$ cat src/common/mppio_pkg.sv
// Package of register map, field positions and carrier types for the parallel I/O block
package mppio_pkg;

    // Register indices; the byte address is four times the index
    localparam logic [5:0] IDX_FIRST_DATA     = 6'h00;
    localparam logic [5:0] IDX_FIRST_DIR      = 6'h01;
    localparam logic [5:0] IDX_PULLUP         = 6'h02;
    localparam logic [5:0] IDX_UPPER_DIR      = 6'h03;
    localparam logic [5:0] IDX_UPPER_DATA     = 6'h04;
    localparam logic [5:0] IDX_BUS_DATA       = 6'h06;
    localparam logic [5:0] IDX_BUS_DIR        = 6'h07;
    localparam logic [5:0] IDX_SERIAL_DATA    = 6'h08;
    localparam logic [5:0] IDX_SERIAL_DIR     = 6'h09;
    localparam logic [5:0] IDX_ANALOG_DATA    = 6'h0a;
    localparam logic [5:0] IDX_OPTIONS_TWO    = 6'h38;

    localparam int         ADDR_W             = 8;
    localparam logic [1:0] WORD_ALIGN         = 2'h0;

    // Field positions
    localparam int         OPT_OPEN_DRAIN_BIT = 6;
    localparam int         OPT_READ_VIS_BIT   = 4;
    localparam int         PULLUP_UPPER_BIT   = 0;

    // Reset values; data latches have no defined content, this pattern stands in
    localparam logic [7:0] LATCH_RESET        = 8'h00;
    localparam logic [7:0] DIR_RESET          = 8'h00;
    localparam logic [7:0] OPT_RESET          = 8'h00;
    localparam logic [7:0] ALL_ONES           = 8'hff;
    localparam logic [7:0] ALL_ZEROS          = 8'h00;

    typedef enum logic [1:0] {
        MODE_SINGLE_CHIP,
        MODE_BOOTSTRAP,
        MODE_EXPANDED,
        MODE_TEST
    } mppio_mode_type;

    // Peripheral function claim on a port: enable, output enable, output level
    typedef struct packed {
        logic [7:0] en;
        logic [7:0] oe;
        logic [7:0] out;
    } mppio_fn_type;

    // Expanded-bus side of the core
    typedef struct packed {
        logic [7:0] addr_hi;
        logic       wr_en;
        logic [7:0] wdata;
        logic       int_rd;
        logic [7:0] int_rdata;
    } mppio_bus_type;

    typedef struct packed {
        logic [7:0] out;
        logic [7:0] oe;
    } mppio_drive_type;

endpackage

$ cat src/hw/mppio_top.sv
// Parallel I/O ports A to E with APB register access
//
// Contract
// - Direction bit 0 input, 1 output
// - Enabled peripheral function overrides direction bit
// - Writes latch; latches drive general-purpose outputs
// - Reads return actual pin level
// - Open-drain port C outputs read driver level
// - Reset: inputs, except bus ports expanded
// - Undriven latch content driven when output
// - First port: eight pins, direction cleared
// - Upper-address port carries address when expanded
// - Data-bus port carries data when expanded
// - Open-drain mode: drive low, float high
// - Read visibility drives internal reads out
// - Single-chip: visibility bit holds clock low
// - Visibility bit resets zero, written once
// - Analog port eight inputs, no direction
// - Upper-address port pullups under separate register
//
// Decided for this implementation: the APB slave port.
`timescale 1ns/1ps
module mppio_top
    import mppio_pkg::*;
(
    input  wire logic                  pclk,
    input  wire logic                  presetn,
    input  wire logic                  psel,
    input  wire logic                  penable,
    input  wire logic                  pwrite,
    input  wire logic [ADDR_W-1:0]     paddr,
    input  wire logic [31:0]           pwdata,
    output logic      [31:0]           prdata,
    output logic                       pready,
    output logic                       pslverr,
    input  wire mppio_mode_type        chip_mode,
    input  wire mppio_fn_type          timer_fn,
    input  wire mppio_fn_type          serial_fn,
    input  wire mppio_bus_type         bus_side,
    input  wire logic                  e_clk_in,
    output logic                       e_clk_out,
    input  wire logic [7:0]            timer_port_pins_in,
    output logic      [7:0]            timer_port_pins_out,
    output logic      [7:0]            timer_port_pins_oe,
    input  wire logic [7:0]            upper_addr_pins_in,
    output logic      [7:0]            upper_addr_pins_out,
    output logic      [7:0]            upper_addr_pins_oe,
    output logic                       upper_addr_pullup_en,
    input  wire logic [7:0]            data_bus_pins_in,
    output logic      [7:0]            data_bus_pins_out,
    output logic      [7:0]            data_bus_pins_oe,
    input  wire logic [5:0]            serial_port_pins_in,
    output logic      [5:0]            serial_port_pins_out,
    output logic      [5:0]            serial_port_pins_oe,
    input  wire logic [7:0]            analog_input_pins
);

    typedef struct packed {
        logic [7:0]  first_port_direction;
        logic [7:0]  upper_address_port_direction;
        logic [7:0]  data_bus_port_direction;
        logic [5:0]  serial_port_direction;
        logic [7:0]  first_port_data;
        logic [7:0]  upper_address_port_data;
        logic [7:0]  data_bus_port_data;
        logic [5:0]  serial_port_data;
        logic [7:0]  system_options_two;
        logic [7:0]  pullup_assignment_reg;
        logic        vis_locked;
        mppio_drive_type pa;
        mppio_drive_type pb;
        mppio_drive_type pc;
        mppio_drive_type pd;
        logic        pb_pull;
        logic        e_clk;
        logic        pready;
        logic        pslverr;
        logic [31:0] prdata;
    } mppio_state_type;

    mppio_state_type state_reg;
    mppio_state_type state_next;

    // Index of an aligned, mapped register, or all ones when unmapped
    function automatic logic [6:0] reg_decode(input logic [ADDR_W-1:0] a);
        logic [5:0] idx;
        idx = a[ADDR_W-1:2];
        if (a[1:0] != WORD_ALIGN) begin
            return 7'h7f;
        end
        case (idx)
            IDX_FIRST_DATA, IDX_FIRST_DIR, IDX_PULLUP, IDX_UPPER_DIR,
            IDX_UPPER_DATA, IDX_BUS_DATA, IDX_BUS_DIR, IDX_SERIAL_DATA,
            IDX_SERIAL_DIR, IDX_ANALOG_DATA, IDX_OPTIONS_TWO: begin
                return {1'b0, idx};
            end
            default: begin
                return 7'h7f;
            end
        endcase
    endfunction

    // General-purpose drive with a peripheral claim taking precedence per pin
    function automatic mppio_drive_type pin_drive(input logic [7:0] dir,
                                                  input logic [7:0] lat,
                                                  input mppio_fn_type fn);
        mppio_drive_type d;
        d.oe  = (fn.en & fn.oe) | (~fn.en & dir);
        d.out = (fn.en & fn.out) | (~fn.en & lat);
        return d;
    endfunction

    logic       bus_mode;
    logic       open_drain;
    logic       read_vis;
    logic [6:0] acc_idx;
    logic       setup_phase;
    logic       write_done;
    logic [7:0] c_read;
    logic [7:0] rd_byte;

    assign bus_mode    = (chip_mode == MODE_EXPANDED) || (chip_mode == MODE_TEST);
    assign open_drain  = state_reg.system_options_two[OPT_OPEN_DRAIN_BIT];
    assign read_vis    = state_reg.system_options_two[OPT_READ_VIS_BIT];
    assign acc_idx     = reg_decode(paddr);
    assign setup_phase = psel && !penable;
    assign write_done  = psel && penable && pwrite && state_reg.pready
                         && !state_reg.pslverr;

    // Open-drain outputs report what the drivers present, not the wire
    assign c_read = (!bus_mode && open_drain)
                    ? ((state_reg.data_bus_port_direction & state_reg.data_bus_port_data)
                       | (~state_reg.data_bus_port_direction & data_bus_pins_in))
                    : data_bus_pins_in;

    always_comb begin
        rd_byte = ALL_ZEROS;
        case (acc_idx[5:0])
            IDX_FIRST_DATA:  rd_byte = timer_port_pins_in;
            IDX_FIRST_DIR:   rd_byte = state_reg.first_port_direction;
            IDX_PULLUP:      rd_byte = state_reg.pullup_assignment_reg;
            IDX_UPPER_DIR:   rd_byte = state_reg.upper_address_port_direction;
            IDX_UPPER_DATA:  rd_byte = upper_addr_pins_in;
            IDX_BUS_DATA:    rd_byte = c_read;
            IDX_BUS_DIR:     rd_byte = state_reg.data_bus_port_direction;
            IDX_SERIAL_DATA: rd_byte = {2'b00, serial_port_pins_in};
            IDX_SERIAL_DIR:  rd_byte = {2'b00, state_reg.serial_port_direction};
            IDX_ANALOG_DATA: rd_byte = analog_input_pins;
            IDX_OPTIONS_TWO: rd_byte = state_reg.system_options_two;
            default:         rd_byte = ALL_ZEROS;
        endcase
    end

    always_comb begin
        state_next = state_reg;

        // Answer is prepared in the setup cycle so pready is already high in access
        state_next.pready  = setup_phase;
        state_next.pslverr = setup_phase && acc_idx[6];
        state_next.prdata  = state_reg.prdata;
        if (setup_phase) begin
            state_next.prdata = (pwrite || acc_idx[6]) ? 32'h0000_0000
                                                       : {24'h00_0000, rd_byte};
        end

        if (write_done) begin
            case (acc_idx[5:0])
                IDX_FIRST_DATA:  state_next.first_port_data = pwdata[7:0];
                IDX_FIRST_DIR:   state_next.first_port_direction = pwdata[7:0];
                IDX_PULLUP:      state_next.pullup_assignment_reg = pwdata[7:0];
                IDX_UPPER_DIR:   state_next.upper_address_port_direction = pwdata[7:0];
                IDX_UPPER_DATA:  state_next.upper_address_port_data = pwdata[7:0];
                IDX_BUS_DATA:    state_next.data_bus_port_data = pwdata[7:0];
                IDX_BUS_DIR:     state_next.data_bus_port_direction = pwdata[7:0];
                IDX_SERIAL_DATA: state_next.serial_port_data = pwdata[5:0];
                IDX_SERIAL_DIR:  state_next.serial_port_direction = pwdata[5:0];
                IDX_OPTIONS_TWO: begin
                    state_next.system_options_two = pwdata[7:0];
                    // Only the first write after reset may change visibility
                    if (state_reg.vis_locked) begin
                        state_next.system_options_two[OPT_READ_VIS_BIT] = read_vis;
                    end
                    state_next.vis_locked = 1'b1;
                end
                default: begin
                end
            endcase
        end

        // Timer port
        state_next.pa = pin_drive(state_reg.first_port_direction,
                                  state_reg.first_port_data, timer_fn);

        // Upper-address port
        if (bus_mode) begin
            state_next.pb.out = bus_side.addr_hi;
            state_next.pb.oe  = ALL_ONES;
        end else begin
            state_next.pb.out = state_reg.upper_address_port_data;
            state_next.pb.oe  = state_reg.upper_address_port_direction;
        end
        // Pullups are pointless while the pins carry address
        state_next.pb_pull = state_reg.pullup_assignment_reg[PULLUP_UPPER_BIT]
                             && !bus_mode;

        // Data-bus port; an external write cycle wins over read visibility
        if (bus_mode) begin
            if (bus_side.wr_en) begin
                state_next.pc.out = bus_side.wdata;
                state_next.pc.oe  = ALL_ONES;
            end else if (read_vis && bus_side.int_rd) begin
                state_next.pc.out = bus_side.int_rdata;
                state_next.pc.oe  = ALL_ONES;
            end else begin
                state_next.pc.out = ALL_ZEROS;
                state_next.pc.oe  = ALL_ZEROS;
            end
        end else if (open_drain) begin
            state_next.pc.out = ALL_ZEROS;
            state_next.pc.oe  = state_reg.data_bus_port_direction
                                & ~state_reg.data_bus_port_data;
        end else begin
            state_next.pc.out = state_reg.data_bus_port_data;
            state_next.pc.oe  = state_reg.data_bus_port_direction;
        end

        // Serial port
        state_next.pd = pin_drive({2'b00, state_reg.serial_port_direction},
                                  {2'b00, state_reg.serial_port_data},
                                  serial_fn);
        state_next.pd.out[7:6] = 2'b00;
        state_next.pd.oe[7:6]  = 2'b00;

        // Bus clock output is held low in single-chip modes when visibility is set
        state_next.e_clk = (!bus_mode && read_vis) ? 1'b0 : e_clk_in;
    end

    always_ff @(posedge pclk or negedge presetn) begin
        if (!presetn) begin
            state_reg                              <= '0;
            state_reg.first_port_direction         <= DIR_RESET;
            state_reg.upper_address_port_direction <= DIR_RESET;
            state_reg.data_bus_port_direction      <= DIR_RESET;
            state_reg.serial_port_direction        <= DIR_RESET[5:0];
            state_reg.first_port_data              <= LATCH_RESET;
            state_reg.upper_address_port_data      <= LATCH_RESET;
            state_reg.data_bus_port_data           <= LATCH_RESET;
            state_reg.serial_port_data             <= LATCH_RESET[5:0];
            state_reg.system_options_two           <= OPT_RESET;
            state_reg.pullup_assignment_reg        <= ALL_ZEROS;
        end else begin
            state_reg <= state_next;
        end
    end

    assign prdata               = state_reg.prdata;
    assign pready               = state_reg.pready;
    assign pslverr              = state_reg.pslverr;
    assign e_clk_out            = state_reg.e_clk;
    assign timer_port_pins_out  = state_reg.pa.out;
    assign timer_port_pins_oe   = state_reg.pa.oe;
    assign upper_addr_pins_out  = state_reg.pb.out;
    assign upper_addr_pins_oe   = state_reg.pb.oe;
    assign upper_addr_pullup_en = state_reg.pb_pull;
    assign data_bus_pins_out    = state_reg.pc.out;
    assign data_bus_pins_oe     = state_reg.pc.oe;
    assign serial_port_pins_out = state_reg.pd.out[5:0];
    assign serial_port_pins_oe  = state_reg.pd.oe[5:0];

    a_dir_drives_pin: assert property (@(posedge pclk) disable iff (!presetn)
        (state_reg.first_port_direction[0] && !timer_fn.en[0])
        |=> timer_port_pins_oe[0])
        else $error("output direction did not enable timer port drivers");

    a_fn_overrides_dir: assert property (@(posedge pclk) disable iff (!presetn)
        (serial_fn.en[0] && serial_fn.oe[0] && !state_reg.serial_port_direction[0])
        |=> serial_port_pins_oe[0] && serial_port_pins_out[0] == $past(serial_fn.out[0]))
        else $error("serial function did not take over its pin");

    a_latch_drives_pin: assert property (@(posedge pclk) disable iff (!presetn)
        (state_reg.first_port_direction[3] && !timer_fn.en[3])
        |=> timer_port_pins_out[3] == $past(state_reg.first_port_data[3]))
        else $error("latch not driven on general-purpose output");

    a_read_pin_level: assert property (@(posedge pclk) disable iff (!presetn)
        (setup_phase && !pwrite && paddr == {IDX_FIRST_DATA, WORD_ALIGN})
        |=> pready && prdata[7:0] == $past(timer_port_pins_in))
        else $error("port read did not return pin level");

    a_open_drain_read: assert property (@(posedge pclk) disable iff (!presetn)
        (setup_phase && !pwrite && paddr == {IDX_BUS_DATA, WORD_ALIGN} && !bus_mode
         && open_drain)
        |=> (prdata[7:0] & $past(state_reg.data_bus_port_direction))
            == ($past(state_reg.data_bus_port_data) & $past(state_reg.data_bus_port_direction)))
        else $error("open-drain read did not return driver levels");

    // Sampled reset keeps the release edge, where the ports are still held, out of the check
    a_bus_addr_out: assert property (@(posedge pclk) disable iff (!presetn)
        (presetn && bus_mode) |=> upper_addr_pins_oe == ALL_ONES
                     && upper_addr_pins_out == $past(bus_side.addr_hi))
        else $error("upper address not on pins in bus mode");

    a_open_drain_float: assert property (@(posedge pclk) disable iff (!presetn)
        (!bus_mode && open_drain && state_reg.data_bus_port_data[2])
        |=> !data_bus_pins_oe[2] ##0 data_bus_pins_out == ALL_ZEROS)
        else $error("open-drain pin driven for a one");

    a_read_vis_out: assert property (@(posedge pclk) disable iff (!presetn)
        (bus_mode && read_vis && bus_side.int_rd && !bus_side.wr_en)
        |=> data_bus_pins_oe == ALL_ONES && data_bus_pins_out == $past(bus_side.int_rdata))
        else $error("internal read not made visible");

    a_clock_held_low: assert property (@(posedge pclk) disable iff (!presetn)
        (!bus_mode && read_vis)[*2] |=> !e_clk_out)
        else $error("bus clock not held low");

    a_vis_write_once: assert property (@(posedge pclk) disable iff (!presetn)
        (state_reg.vis_locked && write_done) |=> $stable(read_vis))
        else $error("visibility bit changed after first write");

    a_serial_top_zero: assert property (@(posedge pclk) disable iff (!presetn)
        (setup_phase && paddr == {IDX_SERIAL_DATA, WORD_ALIGN})
        |=> prdata[7:6] == 2'b00)
        else $error("serial port upper bits not zero");

endmodule

$ cat config.mk
export PLATFORM = sky130hd
export DESIGN_NAME = mppio_top
export DESIGN_NICKNAME = d
export VERILOG_FILES = /design/src/common/mppio_pkg.sv /design/src/hw/mppio_top.sv
export SDC_FILE = /design/constraint.sdc
export NUM_CORES = 1
export LEC_CHECK = 0
export ABC_AREA = 1
export BUFFER_PORTS_ARGS = -buffer_cell sky130_fd_sc_hd__buf_2
export CORE_ASPECT_RATIO = 0.9
export CORE_MARGIN = 4
export CORE_UTILIZATION = 55
export CTS_BUF_LIST = sky130_fd_sc_hd__clkbuf_2
export CTS_CLUSTER_SIZE = 25
export DETAILED_ROUTE_END_ITERATION = 16
export GPL_TIMING_DRIVEN = 0
export PLACE_DENSITY = 0.86
export SLEW_MARGIN = 20
export SYNTH_ARGS = -nofsm -noshare
export SYNTH_HDL_FRONTEND = slang
export SYNTH_SLANG_ARGS = --single-unit
$ cat constraint.sdc
create_clock -name pclk -period 2.8 [get_ports pclk]
set_clock_uncertainty 0.2 [all_clocks]
set_input_delay 0.84 -clock pclk [delete_from_list [all_inputs] [get_ports pclk]]
set_output_delay 0.84 -clock pclk [all_outputs]
set_load 0.01 [all_outputs]
==> flow_summary.ini <==
[final_layout]
final.fill_count = 1074
layout.nets = 1236
largest_register_ff_count = 75
layout-drive-gt1-share = 0.353
final_util = 0.690
synthToLayoutAreaGrowth_pct = 21.5

[critical_path]
critical_path_arrival_ns = 1.42
critPathLaunchType = flop
worstSetupEndpointType = output port
timing.critical_path.fanout_max = 2
criticalPathCategory = reg -> out
startpoint = prdata[5]
reg2reg_from = pready
critPathRequiredTime_ns = 1.76

[global_route]
maximum_number_of_pins_on_one_net_before_global_route_repair = 96
grt_overflow_total = 0
grt-busiest-layer = met2
grt_antenna_before_repair = 2
grt_first_pass_wirelength_um = 30800
grt_use_met1 = 0.357
grt_util_all_layers = 0.264
first_global_vias = 6125
met2_usage = 0.421
met3_usage = 0.0694

[run]
maxCapViolations = 0

[cts]
clock_sinks = 149
clock_insertion_delay_worst_skew_ns = 0.73
cts_hold_repair_buffers = 1
tritoncts = built
clkSlewWorstSetupHoldPaths_ns = 0.21
postCtsResizedCells = 0
clockRootBuffer = clkbuf_2
cts_buffers = 17
ctsHtreeMaxLevel = 4
cts.repair_timing.setup_buffer_count = 0
cts.path.max_buffers = 2

[yosys]
synthTopCellsByCount = nand2_1 (209), dfrtp_1 (149), buf_4 (97), nand3_1 (94), o21ai_0 (84)
most_common_cell_in_the_netlist = nand2_1
synth_top_cells_by_area = dfrtp_1 (51%), nand2_1 (11%), buf_4 (10%)
yosysSeqAreaShare = 0.511
yosysTopAreaCellShare = 0.511
synthArstFlopShare = 1.00
synthDistinctLibCells = 33
synthesis.area_mm2 = 0.00730
synth_cells = 834
synth.ff_latch_count = 149
netlist.top_cell.by_area = dfrtp_1
synth_edf_count = 0
synthFlopType = dfrtp_1
yosys_warnings = 0
synthesis.area_per_instance_um2 = 8.75

[power]
sw_frac_of_total = 0.267
combinational_power_share = 0.117
clock_power_share = 0.307
static_leak_nw = 4.80
cellPowerDensity_mw_per_mm2 = 434
net-switching-power_mw = 1.03
ir_drop_uv = 272
cellInternalPower_mw = 2.82
finalPower_mw = 3.85
power.share.sequential = 0.575

[timing]
max_slew_margin = 0.481
min_period_over_period = 0.877
final_hold_viol_count = 0
transition_time_at_the_pin_with_the_least_slew_margin_ns = 0.772
finalSetupViolations = 0
period_minus_slack_ns = 2.46
final_critical_path_setup_slack_ns = 0.344
timing_max_transition_violations_final = 0
fmax_mhz = 407
grt_setup_unrepaired = false

[drt]
total_routed_length_um = 19700
detail_route.drc_violations = 0
wire_per_inst_um = 15.7
drt_iter0_markers = 675
post_drt_via_cell_ratio = 5.16
detailroute.via_count = 6486
detail_route.first_pass.iterations = 5
antenna_violating_nets_post_route = 0

[floorplan]
initial_utilization = 0.568
rows = 39
core_mm2 = 0.0128
die_height_um = 117
dieArea_mm2 = 0.0152
die_width_um = 129
design.portCount = 256

[placement]
buffer_ports.inserted = 198
place_hpwl_um = 14800
gp_routability_congestion = 0.929
detailedPlace.worstSlack_ns = -0.135

[worst_hold_path]
hp-start = bus_side[24]
min_path_type = in -> reg

[outcome]
run_status = complete, no violations
-- layout make-up --
| type | instances | area [µm²] | share of cell area |
|---|---|---|---|
| well taps | 164 | 205 | 0.0232 |
| clock buffers | 18 | 90.1 | 0.0102 |
| inverters | 48 | 180 | 0.0203 |
| flip-flops and latches | 149 | 3730 | 0.421 |
| repair buffers | 200 | 1040 | 0.117 |
| clock inverters | 14 | 138 | 0.0155 |
| plain buffers | 124 | 862 | 0.0973 |
| multi-input cells | 536 | 2610 | 0.295 |
| diodes | 3 | 7.51 | 0.000847 |
-- metal layers --
metal / part of all wire / routed length, µm
met5: 0 / 0
met4: 0.018 / 352
met3: 0.10 / 2020
met2: 0.47 / 9320
met1: 0.41 / 8020
-- cells by family after synthesis --
| logic type | share of synthesized area |
|---|---|
| AO/OA/AOI/OAI | 0.0887 |
| AND/OR/NAND/NOR | 0.221 |
| other | 0.000514 |
| flip-flops | 0.511 |
| buffers and inverters | 0.143 |
| multiplexers | 0.0355 |
-- worst paths after layout --
| path | slack, ns | cells past startpoint | to |
|---|---|---|---|
| max in group asynchronous | 1.21 | 3 | serial_port_pins_out[5] |
| min | 0.11 | 3 | upper_addr_pins_out[6] |
| max reg2reg | 0.65 | 7 | state_reg[175] |
| min reg2reg | 0.30 | 2 | state_reg[100] |
| max | 0.34 | 2 | prdata[5] |
| min in group asynchronous | 0.38 | 2 | data_bus_pins_out[7] |
-- cells in the final DEF (no fill, tap or decap), types with 2 or more instances in the layout --
cell type and count:
a21oi_1 8, nor2_1 41, nor2_4 3, mux2_2 23, clkinv_2 6, diode_2 3
dfrtp_1 149, buf_4 97, clkbuf_1 15, o21ai_1 7, nand3_1 94, clkinv_1 3
bufinv_16 2, inv_2 2, clkbuf_2 18, nand4_1 4, o31ai_1 8, o21ai_0 84
buf_6 3, conb_1 24, nor3_1 2, buf_2 205, nand2_1 209, inv_1 44
nand3_2 4, clkinv_4 5, or2_2 8, o22ai_1 8
-- critical path: stages (launching register included) --
cell and delay [ns]:
dfrtp_1 0.44, buf_4 0.13, buf_2 0.13
-- power groups by stage --
stage,logic (mW),registers [mW],clock network [mW]
floorplan,0.222,2.25,0
global placement,0.439,2.25,0
detailed placement,0.452,2.25,0
CTS,0.454,2.21,1.19
global route,0.499,2.22,1.28
finish,0.452,2.21,1.18
-- metrics by stage --
stage / hold slack (ns) / TNS [ns] / std cells / area [µm²]
after global placement: 0.237 / -206.71 / 1219 / 8580
after CTS: 0.0645 / 0 / 1253 / 8850
after floorplan: 0.222 / 0 / 857 / 7380
after global routing: 0.0585 / 0 / 1255 / 8860
final: 0.110 / 0 / 1256 / 8860
after detailed placement: 0.240 / -3.30 / 1220 / 8620
No activity file was read; power rests on OpenSTA's default activity.
